[src/pkg/sp4_pkg.sv]
// sp4_pkg: constants, register map and carrier types for the four-mode
// serial port. assumes a 200 MHz sys_clk and a 32-bit apb master.
package sp4_pkg;

    // ==========================================================
    // register map (byte addresses)
    localparam logic [7:0] SP4_ADDR_CONTROL = 8'h00;
    localparam logic [7:0] SP4_ADDR_BUFFER = 8'h04;
    localparam logic [7:0] SP4_ADDR_RATE = 8'h08;
    localparam logic [7:0] SP4_ADDR_STATUS = 8'h0c;

    // ==========================================================
    // control register field positions
    localparam int SP4_CTL_RXFLAG = 0;
    localparam int SP4_CTL_TXFLAG = 1;
    localparam int SP4_CTL_RX9 = 2;
    localparam int SP4_CTL_TX9 = 3;
    localparam int SP4_CTL_REN = 4;
    localparam int SP4_CTL_MPF = 5;
    localparam int SP4_CTL_MLO = 6;
    localparam int SP4_CTL_MHI = 7;
    // rate register: bit 8 doubles the rate, bits 7:0 timer 1 reload
    localparam int SP4_RATE_DBL = 8;
    localparam logic [7:0] SP4_RELOAD_RESET = 8'h00;

    // ==========================================================
    // timing
    localparam int SP4_STATES_PER_CYCLE = 6;
    localparam int SP4_CPU_PRESCALE = 2;
    localparam logic [3:0] SP4_VOTE_A = 4'h7;
    localparam logic [3:0] SP4_VOTE_B = 4'h8;
    localparam logic [3:0] SP4_VOTE_C = 4'h9;
    localparam logic [8:0] SP4_RX_SEED_ASYNC = 9'h1ff;
    localparam logic [7:0] SP4_RX_SEED_SYNC = 8'hfe;

    typedef enum logic [1:0] {
        SP4_MODE_SHIFT,
        SP4_MODE_UART8,
        SP4_MODE_UART9_FIXED,
        SP4_MODE_UART9_VAR
    } sp4_mode_t;

    typedef enum logic [1:0] {
        SP4_RX_HUNT,
        SP4_RX_FRAME,
        SP4_RX_HOLD
    } sp4_rx_state_t;

    typedef struct packed {
        logic psel;
        logic penable;
        logic pwrite;
        logic [7:0] paddr;
        logic [31:0] pwdata;
    } sp4_apb_req_t;

    typedef struct packed {
        logic pready;
        logic pslverr;
        logic [31:0] prdata;
    } sp4_apb_rsp_t;

    typedef struct packed {
        logic rxd_out;
        logic rxd_oe;
        logic txd;
    } sp4_pins_t;
endpackage

[src/hw/sp4_serial_port.sv]
// sp4_serial_port: four-mode serial port with an apb register slave.
// assumes apb signals and the rxd input are synchronous to sys_clk.
//
// Added by the designer: the address map and register access over APB.
`timescale 1ns/100ps

module sp4_serial_port
    import sp4_pkg::*;
#(
    parameter int CPU_DIV = SP4_CPU_PRESCALE
)
(
    input wire logic sys_clk,
    input wire logic rst,
    input wire sp4_apb_req_t apb_req,
    output sp4_apb_rsp_t apb_rsp,
    input wire logic rxd_in,
    output sp4_pins_t pins
);

    // ==========================================================
    // state
    typedef struct packed {
        sp4_apb_rsp_t rsp;
        sp4_pins_t pins;
        logic [7:0] control;
        logic rate_double_select;
        logic [7:0] reload;
        logic [7:0] serial_buffer;
        logic [3:0] prescale;
        logic [2:0] phase;
        logic [7:0] timer1;
        logic t1_half;
        logic [4:0] m2_div;
        logic [3:0] tx_div;
        logic [3:0] rx_div;
        logic tx_req;
        logic tx_send;
        logic tx_data;
        logic tx_first;
        logic [8:0] tx_shift;
        logic rx_prev;
        sp4_rx_state_t rx_state;
        logic [8:0] rx_shift;
        logic [2:0] votes;
        logic rx_sync_active;
        logic rx_sync_arm;
    } sp4_state_t;

    sp4_state_t cur;
    sp4_state_t next_cur;
    function automatic logic majority(input logic [2:0] v);
        majority = (v[0] & v[1]) | (v[0] & v[2]) | (v[1] & v[2]);
    endfunction
    // bits arrive lsb first but enter the shifter from the right
    function automatic logic [7:0] rev8(input logic [7:0] v);
        rev8 = {<<{v}};
    endfunction

    // ==========================================================
    // combinational next state
    always_comb
    begin
        logic state_end;
        logic cycle_end;
        logic tick16;
        logic tx_roll;
        logic rx_roll;
        logic wr;
        logic rd_access;
        logic voted;
        sp4_mode_t mode;
        logic [8:0] shifted;
        shifted = {1'b0, cur.tx_shift[8:1]};
        next_cur = cur;
        next_cur.rsp.pready = 1'b0;
        next_cur.rsp.pslverr = 1'b0;
        mode = sp4_mode_t'({cur.control[SP4_CTL_MHI],
                            cur.control[SP4_CTL_MLO]});
        state_end = (cur.prescale == 4'(CPU_DIV - 1));
        cycle_end = state_end && (cur.phase == 3'(SP4_STATES_PER_CYCLE - 1));
        next_cur.prescale = state_end ? 4'h0 : cur.prescale + 4'h1;
        if (state_end)
        begin
            next_cur.phase = (cur.phase == 3'(SP4_STATES_PER_CYCLE - 1))
                ? 3'h0 : cur.phase + 3'h1;
        end
        // baud tick source: 16x rate
        tick16 = 1'b0;
        if (mode == SP4_MODE_UART9_FIXED)
        begin
            // rate tick every state, then halved unless doubling
            if (state_end)
            begin
                next_cur.m2_div = cur.m2_div + 5'h1;
                tick16 = cur.rate_double_select ? 1'b1 : cur.m2_div[0];
            end
        end
        else if (cycle_end)
        begin
            // timer 1 counts machine cycles, auto-reload
            if (cur.timer1 == 8'hff)
            begin
                next_cur.timer1 = cur.reload;
                next_cur.t1_half = ~cur.t1_half;
                tick16 = cur.rate_double_select | cur.t1_half;
            end
            else
            begin
                next_cur.timer1 = cur.timer1 + 8'h01;
            end
        end
        tx_roll = tick16 && (cur.tx_div == 4'hf);
        if (tick16)
        begin
            next_cur.tx_div = cur.tx_div + 4'h1;
        end

        // apb slave: answer in the access cycle's next edge
        wr = 1'b0;
        rd_access = apb_req.psel && apb_req.penable && !cur.rsp.pready;
        if (rd_access)
        begin
            next_cur.rsp.pready = 1'b1;
            next_cur.rsp.prdata = 32'h0000_0000;
            if (apb_req.pwrite)
            begin
                case (apb_req.paddr)
                    SP4_ADDR_CONTROL:
                    begin
                        // software may only clear the flags; set wins
                        next_cur.control = apb_req.pwdata[7:0];
                        next_cur.control[SP4_CTL_RXFLAG] =
                            cur.control[SP4_CTL_RXFLAG] &
                            apb_req.pwdata[SP4_CTL_RXFLAG];
                        next_cur.control[SP4_CTL_TXFLAG] =
                            cur.control[SP4_CTL_TXFLAG] &
                            apb_req.pwdata[SP4_CTL_TXFLAG];
                    end
                    SP4_ADDR_BUFFER: wr = 1'b1;
                    SP4_ADDR_RATE:
                    begin
                        next_cur.reload = apb_req.pwdata[7:0];
                        next_cur.rate_double_select =
                            apb_req.pwdata[SP4_RATE_DBL];
                    end
                    SP4_ADDR_STATUS: ;
                    default: next_cur.rsp.pslverr = 1'b1;
                endcase
            end
            else
            begin
                case (apb_req.paddr)
                    SP4_ADDR_CONTROL:
                        next_cur.rsp.prdata = {24'h00_0000, cur.control};
                    SP4_ADDR_BUFFER:
                        next_cur.rsp.prdata = {24'h00_0000,
                                               cur.serial_buffer};
                    SP4_ADDR_RATE:
                        next_cur.rsp.prdata = {23'h00_0000,
                            cur.rate_double_select, cur.reload};
                    SP4_ADDR_STATUS:
                        next_cur.rsp.prdata = {26'h000_0000, cur.rx_state,
                            cur.rx_sync_active, cur.tx_data, cur.tx_send,
                            cur.tx_req};
                    default: next_cur.rsp.pslverr = 1'b1;
                endcase
            end
        end

        // ======================================================
        // transmitter
        if (wr)
        begin
            // marker one in mode 0/1, programmed ninth bit in 2/3
            next_cur.tx_shift = {(mode[1] ? cur.control[SP4_CTL_TX9]
                                          : 1'b1),
                                 apb_req.pwdata[7:0]};
            next_cur.tx_req = 1'b1;
            next_cur.tx_data = 1'b0;
            next_cur.tx_send = 1'b0;
        end
        else if (mode == SP4_MODE_SHIFT)
        begin
            // send rises at the first machine cycle end after the write
            if (cur.tx_req && cycle_end)
            begin
                next_cur.tx_req = 1'b0;
                next_cur.tx_send = 1'b1;
            end
            else if (cur.tx_send && cycle_end)
            begin
                if (cur.tx_shift[8:1] == 8'h01)
                begin
                    next_cur.tx_send = 1'b0;
                    next_cur.control[SP4_CTL_TXFLAG] = 1'b1;
                end
                next_cur.tx_shift = {1'b0, cur.tx_shift[8:1]};
            end
        end
        else if (tx_roll)
        begin
            if (cur.tx_req)
            begin
                next_cur.tx_req = 1'b0;
                next_cur.tx_send = 1'b1;
            end
            else if (cur.tx_send && !cur.tx_data)
            begin
                next_cur.tx_data = 1'b1;
                next_cur.tx_first = 1'b1;
            end
            else if (cur.tx_send)
            begin
                // mode 1: marker ends it; modes 2/3: stop one then zeros
                shifted[8] = mode[1] && cur.tx_first;
                next_cur.tx_first = 1'b0;
                if (!cur.tx_first && cur.tx_shift[8:1] == 8'h01)
                begin
                    next_cur.tx_send = 1'b0;
                    next_cur.tx_data = 1'b0;
                    next_cur.control[SP4_CTL_TXFLAG] = 1'b1;
                end
                next_cur.tx_shift = shifted;
            end
        end

        // ======================================================
        // receiver
        rx_roll = 1'b0;
        voted = majority(cur.votes);
        if (mode == SP4_MODE_SHIFT)
        begin
            next_cur.rx_state = SP4_RX_HUNT;
            if (!cur.rx_sync_active && !cur.rx_sync_arm &&
                cur.control[SP4_CTL_REN] &&
                !cur.control[SP4_CTL_RXFLAG])
            begin
                next_cur.rx_sync_arm = 1'b1;
            end
            else if (cur.rx_sync_arm && cycle_end)
            begin
                next_cur.rx_sync_arm = 1'b0;
                next_cur.rx_sync_active = 1'b1;
                next_cur.rx_shift = {1'b1, SP4_RX_SEED_SYNC};
            end
            else if (cur.rx_sync_active)
            begin
                if (state_end && cur.phase == 3'h4)
                begin
                    next_cur.votes[0] = rxd_in;
                end
                if (cycle_end)
                begin
                    next_cur.rx_shift = {cur.rx_shift[7:0], cur.votes[0]};
                    if (!cur.rx_shift[7])
                    begin
                        // filter bit plays no part here
                        next_cur.serial_buffer = rev8({cur.rx_shift[6:0],
                            cur.votes[0]});
                        next_cur.rx_sync_active = 1'b0;
                        next_cur.control[SP4_CTL_RXFLAG] = 1'b1;
                    end
                end
            end
        end
        else
        begin
            next_cur.rx_sync_active = 1'b0;
            next_cur.rx_sync_arm = 1'b0;
            next_cur.rx_prev = rxd_in;
            if (tick16)
            begin
                next_cur.rx_div = cur.rx_div + 4'h1;
                rx_roll = (cur.rx_div == 4'hf);
                if (cur.rx_div == SP4_VOTE_A)
                    next_cur.votes[0] = rxd_in;
                if (cur.rx_div == SP4_VOTE_B)
                    next_cur.votes[1] = rxd_in;
                if (cur.rx_div == SP4_VOTE_C)
                    next_cur.votes[2] = rxd_in;
            end
            case (cur.rx_state)
                SP4_RX_HUNT:
                begin
                    if (cur.control[SP4_CTL_REN] && cur.rx_prev && !rxd_in)
                    begin
                        next_cur.rx_div = 4'h0;
                        next_cur.rx_shift = SP4_RX_SEED_ASYNC;
                        next_cur.rx_state = SP4_RX_FRAME;
                    end
                end
                SP4_RX_FRAME:
                begin
                    if (rx_roll)
                    begin
                        next_cur.rx_shift = {cur.rx_shift[7:0], voted};
                        if (cur.rx_shift == SP4_RX_SEED_ASYNC && voted)
                        begin
                            next_cur.rx_state = SP4_RX_HUNT;
                        end
                        else if (mode == SP4_MODE_UART8 &&
                                 !cur.rx_shift[8])
                        begin
                            // start bit at the top: stop bit is `voted`
                            if (!cur.control[SP4_CTL_RXFLAG] &&
                                (!cur.control[SP4_CTL_MPF] || voted))
                            begin
                                next_cur.serial_buffer =
                                    rev8(cur.rx_shift[7:0]);
                                next_cur.control[SP4_CTL_RX9] = voted;
                                next_cur.control[SP4_CTL_RXFLAG] = 1'b1;
                            end
                            next_cur.rx_state = SP4_RX_HUNT;
                        end
                        else if (mode[1] && !cur.rx_shift[8])
                        begin
                            // ninth bit just voted in
                            if (!cur.control[SP4_CTL_RXFLAG] &&
                                (!cur.control[SP4_CTL_MPF] || voted))
                            begin
                                next_cur.serial_buffer =
                                    rev8(cur.rx_shift[7:0]);
                                next_cur.control[SP4_CTL_RX9] = voted;
                                next_cur.control[SP4_CTL_RXFLAG] = 1'b1;
                            end
                            next_cur.rx_state = SP4_RX_HOLD;
                        end
                    end
                end
                SP4_RX_HOLD:
                begin
                    // stop bit time passes before hunting again
                    if (rx_roll)
                        next_cur.rx_state = SP4_RX_HUNT;
                end
                default: next_cur.rx_state = SP4_RX_HUNT;
            endcase
        end

        // ======================================================
        // pins
        if (mode == SP4_MODE_SHIFT)
        begin
            next_cur.pins.rxd_oe = cur.tx_send;
            next_cur.pins.rxd_out = cur.tx_shift[0];
            if (cur.tx_send || cur.rx_sync_active)
                next_cur.pins.txd = !(next_cur.phase >= 3'h2 &&
                                      next_cur.phase <= 3'h4);
            else
                next_cur.pins.txd = 1'b1;
        end
        else
        begin
            next_cur.pins.rxd_oe = 1'b0;
            next_cur.pins.rxd_out = 1'b1;
            next_cur.pins.txd = !next_cur.tx_send ? 1'b1 :
                (next_cur.tx_data ? next_cur.tx_shift[0] : 1'b0);
        end
    end

    // ==========================================================
    // state register
    always_ff @(posedge sys_clk)
    begin
        if (rst)
        begin
            cur <= '0;
            cur.pins.txd <= 1'b1;
            cur.pins.rxd_out <= 1'b1;
            cur.rx_prev <= 1'b1;
            cur.rx_state <= SP4_RX_HUNT;
            cur.reload <= SP4_RELOAD_RESET;
        end
        else
        begin
            cur <= next_cur;
        end
    end
    assign apb_rsp = cur.rsp;
    assign pins = cur.pins;
endmodule

[config.mk]
export PLATFORM = sky130hd
export DESIGN_NAME = sp4_serial_port
export DESIGN_NICKNAME = d
export VERILOG_FILES = /design/src/pkg/sp4_pkg.sv /design/src/hw/sp4_serial_port.sv
export SDC_FILE = /design/constraint.sdc
export NUM_CORES = 1
export LEC_CHECK = 0
export BUFFER_PORTS_ARGS = -buffer_cell sky130_fd_sc_hd__buf_4
export CORE_MARGIN = 5
export CORE_UTILIZATION = 50
export CTS_CLUSTER_SIZE = 24
export DETAILED_ROUTE_END_ITERATION = 8
export GPL_TIMING_DRIVEN = 0
export PLACE_DENSITY = 0.7
export SYNTH_ARGS = -nofsm -noshare
export SYNTH_HDL_FRONTEND = slang
export SYNTH_SLANG_ARGS = --single-unit
export TNS_END_PERCENT = 20
[constraint.sdc]
create_clock -name sys_clk -period 3.4 [get_ports sys_clk]
set_input_delay 0.68 -clock sys_clk [delete_from_list [all_inputs] [get_ports sys_clk]]
set_output_delay 0.68 -clock sys_clk [all_outputs]
set_load 0.005 [all_outputs]
==> reports/metrics.cfg <==
[global_routing]
largest_net_degree_at_the_start_of_global_routing=17
grt_first_pass_wirelength_um=20000
grt_usage_pct=21.8
grt_antenna_before_repair=0
global_route.overflow_total=0
first_global_vias=3946

[detailed_routing]
drt_first_iter_violations=247
route.final.wire_length_um=12500
routedWlPerCell_um=16.3
remaining_drc_errors=0
drt_pass1_iterations=5
antenna_left=0
route.vias.total=4329
vias_per_cell=5.63

[worst_setup_path]
worst_r2r_path_depth=9
crit_type=reg -> reg
critPathRequiredTime_ns=3.68
worstReg2RegEnd=cur[61]$_SDFFE_PP0P_
ff2ff_setup_slack_ns=0.79
startpoint=cur[55]$_SDFF_PP0_
capture_point_of_the_worst_path=cur[61]$_SDFFE_PP0P_
critPathMaxStageDelay_ns=0.45
worstSetupEndpointType=register
crit-reg2reg-launch=cur[55]$_SDFF_PP0_
crit_path_slowest_cell=sky130_fd_sc_hd__nand4_1
cp-start-kind=register
crit_chain=ha_1 > nor3b_2 > nand4_1 > nor3_1 > a31o_1 > buf_2 > buf_4 > nor2_1 > a311oi_1
worstPathMaxFanout=10
critical_path_cell_count=9
cp_arrival_ns=2.89
count_of_buffer_and_inverter_cells_on_the_critical_path=2
path_delay_family=simple AND/OR/NAND/NOR gates

[floorplanning]
fp.dieArea_um2=11700
core_area_um2=9330
number_of_top_level_pins=83
effective_utilization_at_floorplan_pct=51.9
std_cell_rows=35
floorplan.die.width_um=108
die_height_um=108

[yosys]
synth_top_area_share_pct=38.9
post_synth.cell_area_avg_um2=8.53
synth.top_cells.by_area=sky130_fd_sc_hd__dfxtp_1 39%, sky130_fd_sc_hd__buf_4 5.9%, sky130_fd_sc_hd__nor2_1 5.8%
yosys.area.top_type=sky130_fd_sc_hd__dfxtp_1
synthCells=567
synthesis.area_um2=4840
synth.lib_cells_used.distinct=67
synth.ff_latch_count=94
async_flop_share_pct=0
number_of_synthesis_warnings=0
count_of_flip_flops_with_a_built_in_enable_after_synthesis=0
synth_top_flop_cell=sky130_fd_sc_hd__dfxtp_1
part_of_the_yosys_area_used_for_sequential_elements_pct=38.9

[timing]
hold_violations=0
grt_setup_unrepaired=no
slew_headroom_pct=47.1
setup_total_negative_slack_ns=0
layout_min_cycle_time_ns=2.61
postLayoutSetupSlackWorst_ns=0.792
achievable-frequency_mhz=384
drv_slew=0
finalSetupViolations=0
worst_pin_slew_ns=0.794
worst_clock_skew_ns=0.0108
final_min_period_over_clock_period_pct=76.7

[pwr]
static_leak_nw=2.15
power.density_cell_area_nw_per_um2=374
total_power_of_the_final_layout_mw=2.08
vdd_ir_drop_max_mv=0.195

[job]
maxCapViolations=0

[clock_network]
cts_tree=done
clkLatencyLatePin_ns=0.37
cts_buffers=9
cts_hold_repair.buffers=0
post-cts-setup-buffer-count=0
sinks_on_clock_net=94
cts-htree-levels=3
cts_resized=0
clock_tree_root=sky130_fd_sc_hd__clkbuf_8
ctsLongestPathBuffers=2
clk_transition_reported_paths_ns=0.10

[layout]
finish.utilization_pct=59.6
final_nets=688
layout-drive-gt1-share_pct=18.0
multi_input_gate_area_um2=2610
fillers=863
final_cell_mix=94 x sky130_fd_sc_hd__dfxtp_1, 75 x sky130_fd_sc_hd__nor2_1, 73 x sky130_fd_sc_hd__buf_4, 60 x sky130_fd_sc_hd__nand2_1, 41 x sky130_fd_sc_hd__a21oi_1
register_area_um2=1880
antennaDiodeCount=0
syn_to_final_growth_pct=14.9
final_common_cell=sky130_fd_sc_hd__dfxtp_1

[hold_path]
min_path_type=reg -> reg

[placed_design]
place.gp.congestion=0.911
placement.io_buffers=35
detailed_place_hpwl_um=9480
pre_cts_ws_ns=0.802

[run_status]
status=complete, no violations

==> state kept, by name, indices dropped and copies added, names as in the netlist <==
signal and flops:
apb_rsp 11, cur 80, pins 3
==> per-layer routing <==
metal	global-route usage, %	up-vias	wire, µm
met4	7.12	0	259
li1	-	2119	-
met5	0	-	0
met2	36.2	154	5900
met3	5.01	26	906
met1	28.1	2030	5460
==> synthesized netlist by cell type, types with 6 or more instances <==
master	instances
sky130_fd_sc_hd__nand2b_1	7
sky130_fd_sc_hd__a311oi_1	11
sky130_fd_sc_hd__nor2_1	75
sky130_fd_sc_hd__clkbuf_1	20
sky130_fd_sc_hd__a21oi_1	41
sky130_fd_sc_hd__dfxtp_1	94
sky130_fd_sc_hd__a211oi_1	11
sky130_fd_sc_hd__nand3_1	18
sky130_fd_sc_hd__buf_4	38
sky130_fd_sc_hd__ha_1	7
sky130_fd_sc_hd__mux2i_1	27
sky130_fd_sc_hd__mux4_2	6
sky130_fd_sc_hd__nand4_1	11
sky130_fd_sc_hd__inv_1	8
sky130_fd_sc_hd__o21ai_0	18
sky130_fd_sc_hd__nand2_1	60
sky130_fd_sc_hd__nor3_1	19
sky130_fd_sc_hd__buf_2	6
sky130_fd_sc_hd__nor4_1	9
==> worst min-delay path by stage <==
stage          slack [ns]  cells past startpoint                       to                    start
5_1_grt              0.48                      2  apb_rsp[7]$_SDFFE_PP0N_  apb_rsp[7]$_SDFFE_PP0N_
3_3_place_gp         0.44                      2  apb_rsp[6]$_SDFFE_PP0N_  apb_rsp[6]$_SDFFE_PP0N_
2_1_floorplan        0.43                      1       pins[2]$_SDFF_PP1_       cur[17]$_SDFF_PP0_
4_1_cts              0.46                      2  apb_rsp[7]$_SDFFE_PP0N_  apb_rsp[7]$_SDFFE_PP0N_
3_5_place_dp         0.45                      2  apb_rsp[7]$_SDFFE_PP0N_  apb_rsp[7]$_SDFFE_PP0N_
6_report             0.46                      2  apb_rsp[6]$_SDFFE_PP0N_  apb_rsp[6]$_SDFFE_PP0N_
==> where the power goes <==
part           internal [mW]  leakage, nW  switching (mW)  total, mW
Combinational         0.0701         1.29          0.0886      0.159
Sequential              1.11        0.758         0.00813       1.12
Clock                  0.387        0.107           0.412      0.799
==> worst min-delay path: cells and delay by family, from the launching register on <==
family,cells,cell delay (ns)
flops,1,0.32
compound gates,1,0.05
simple gates,1,0.05
==> per-stage QoR <==
| step | hold WS (ns) | area (µm²) | cells |
|---|---|---|---|
| 2_1_floorplan | 0.431 | 4920 | 589 |
| 3_3_place_gp | 0.442 | 5340 | 753 |
| 3_5_place_dp | 0.446 | 5340 | 753 |
| 4_1_cts | 0.460 | 5560 | 769 |
| 5_1_grt | 0.480 | 5560 | 769 |
| 6_report | 0.457 | 5560 | 769 |
==> cell type report <==
| cell class | count | area share [%] |
|---|---|---|
| Tap cell | 129 | 2.90 |
| Clock buffer | 11 | 2.72 |
| Buffer | 65 | 7.09 |
| Clock inverter | 5 | 1.15 |
| Inverter | 8 | 0.540 |
| Timing Repair Buffer | 35 | 4.73 |
| Sequential cell | 94 | 33.9 |
| Multi-Input combinational cell | 422 | 47.0 |
==> cell families (layout without fill, tap and decap cells) <==
group / Yosys count / after routing / synth area share, %
multiplexers: 33 / 33 / 8.38
flip-flops: 94 / 94 / 38.9
adder cells (fa/ha/maj): 8 / 8 / 2.02
XOR/XNOR: 8 / 8 / 1.45
other: 1 / 23 / 0.0775
AND/OR/NAND/NOR: 237 / 237 / 24.9
AO/OA/AOI/OAI: 113 / 113 / 15.5
buffers and inverters: 73 / 124 / 8.77
Power figures use the tool's default switching activity.
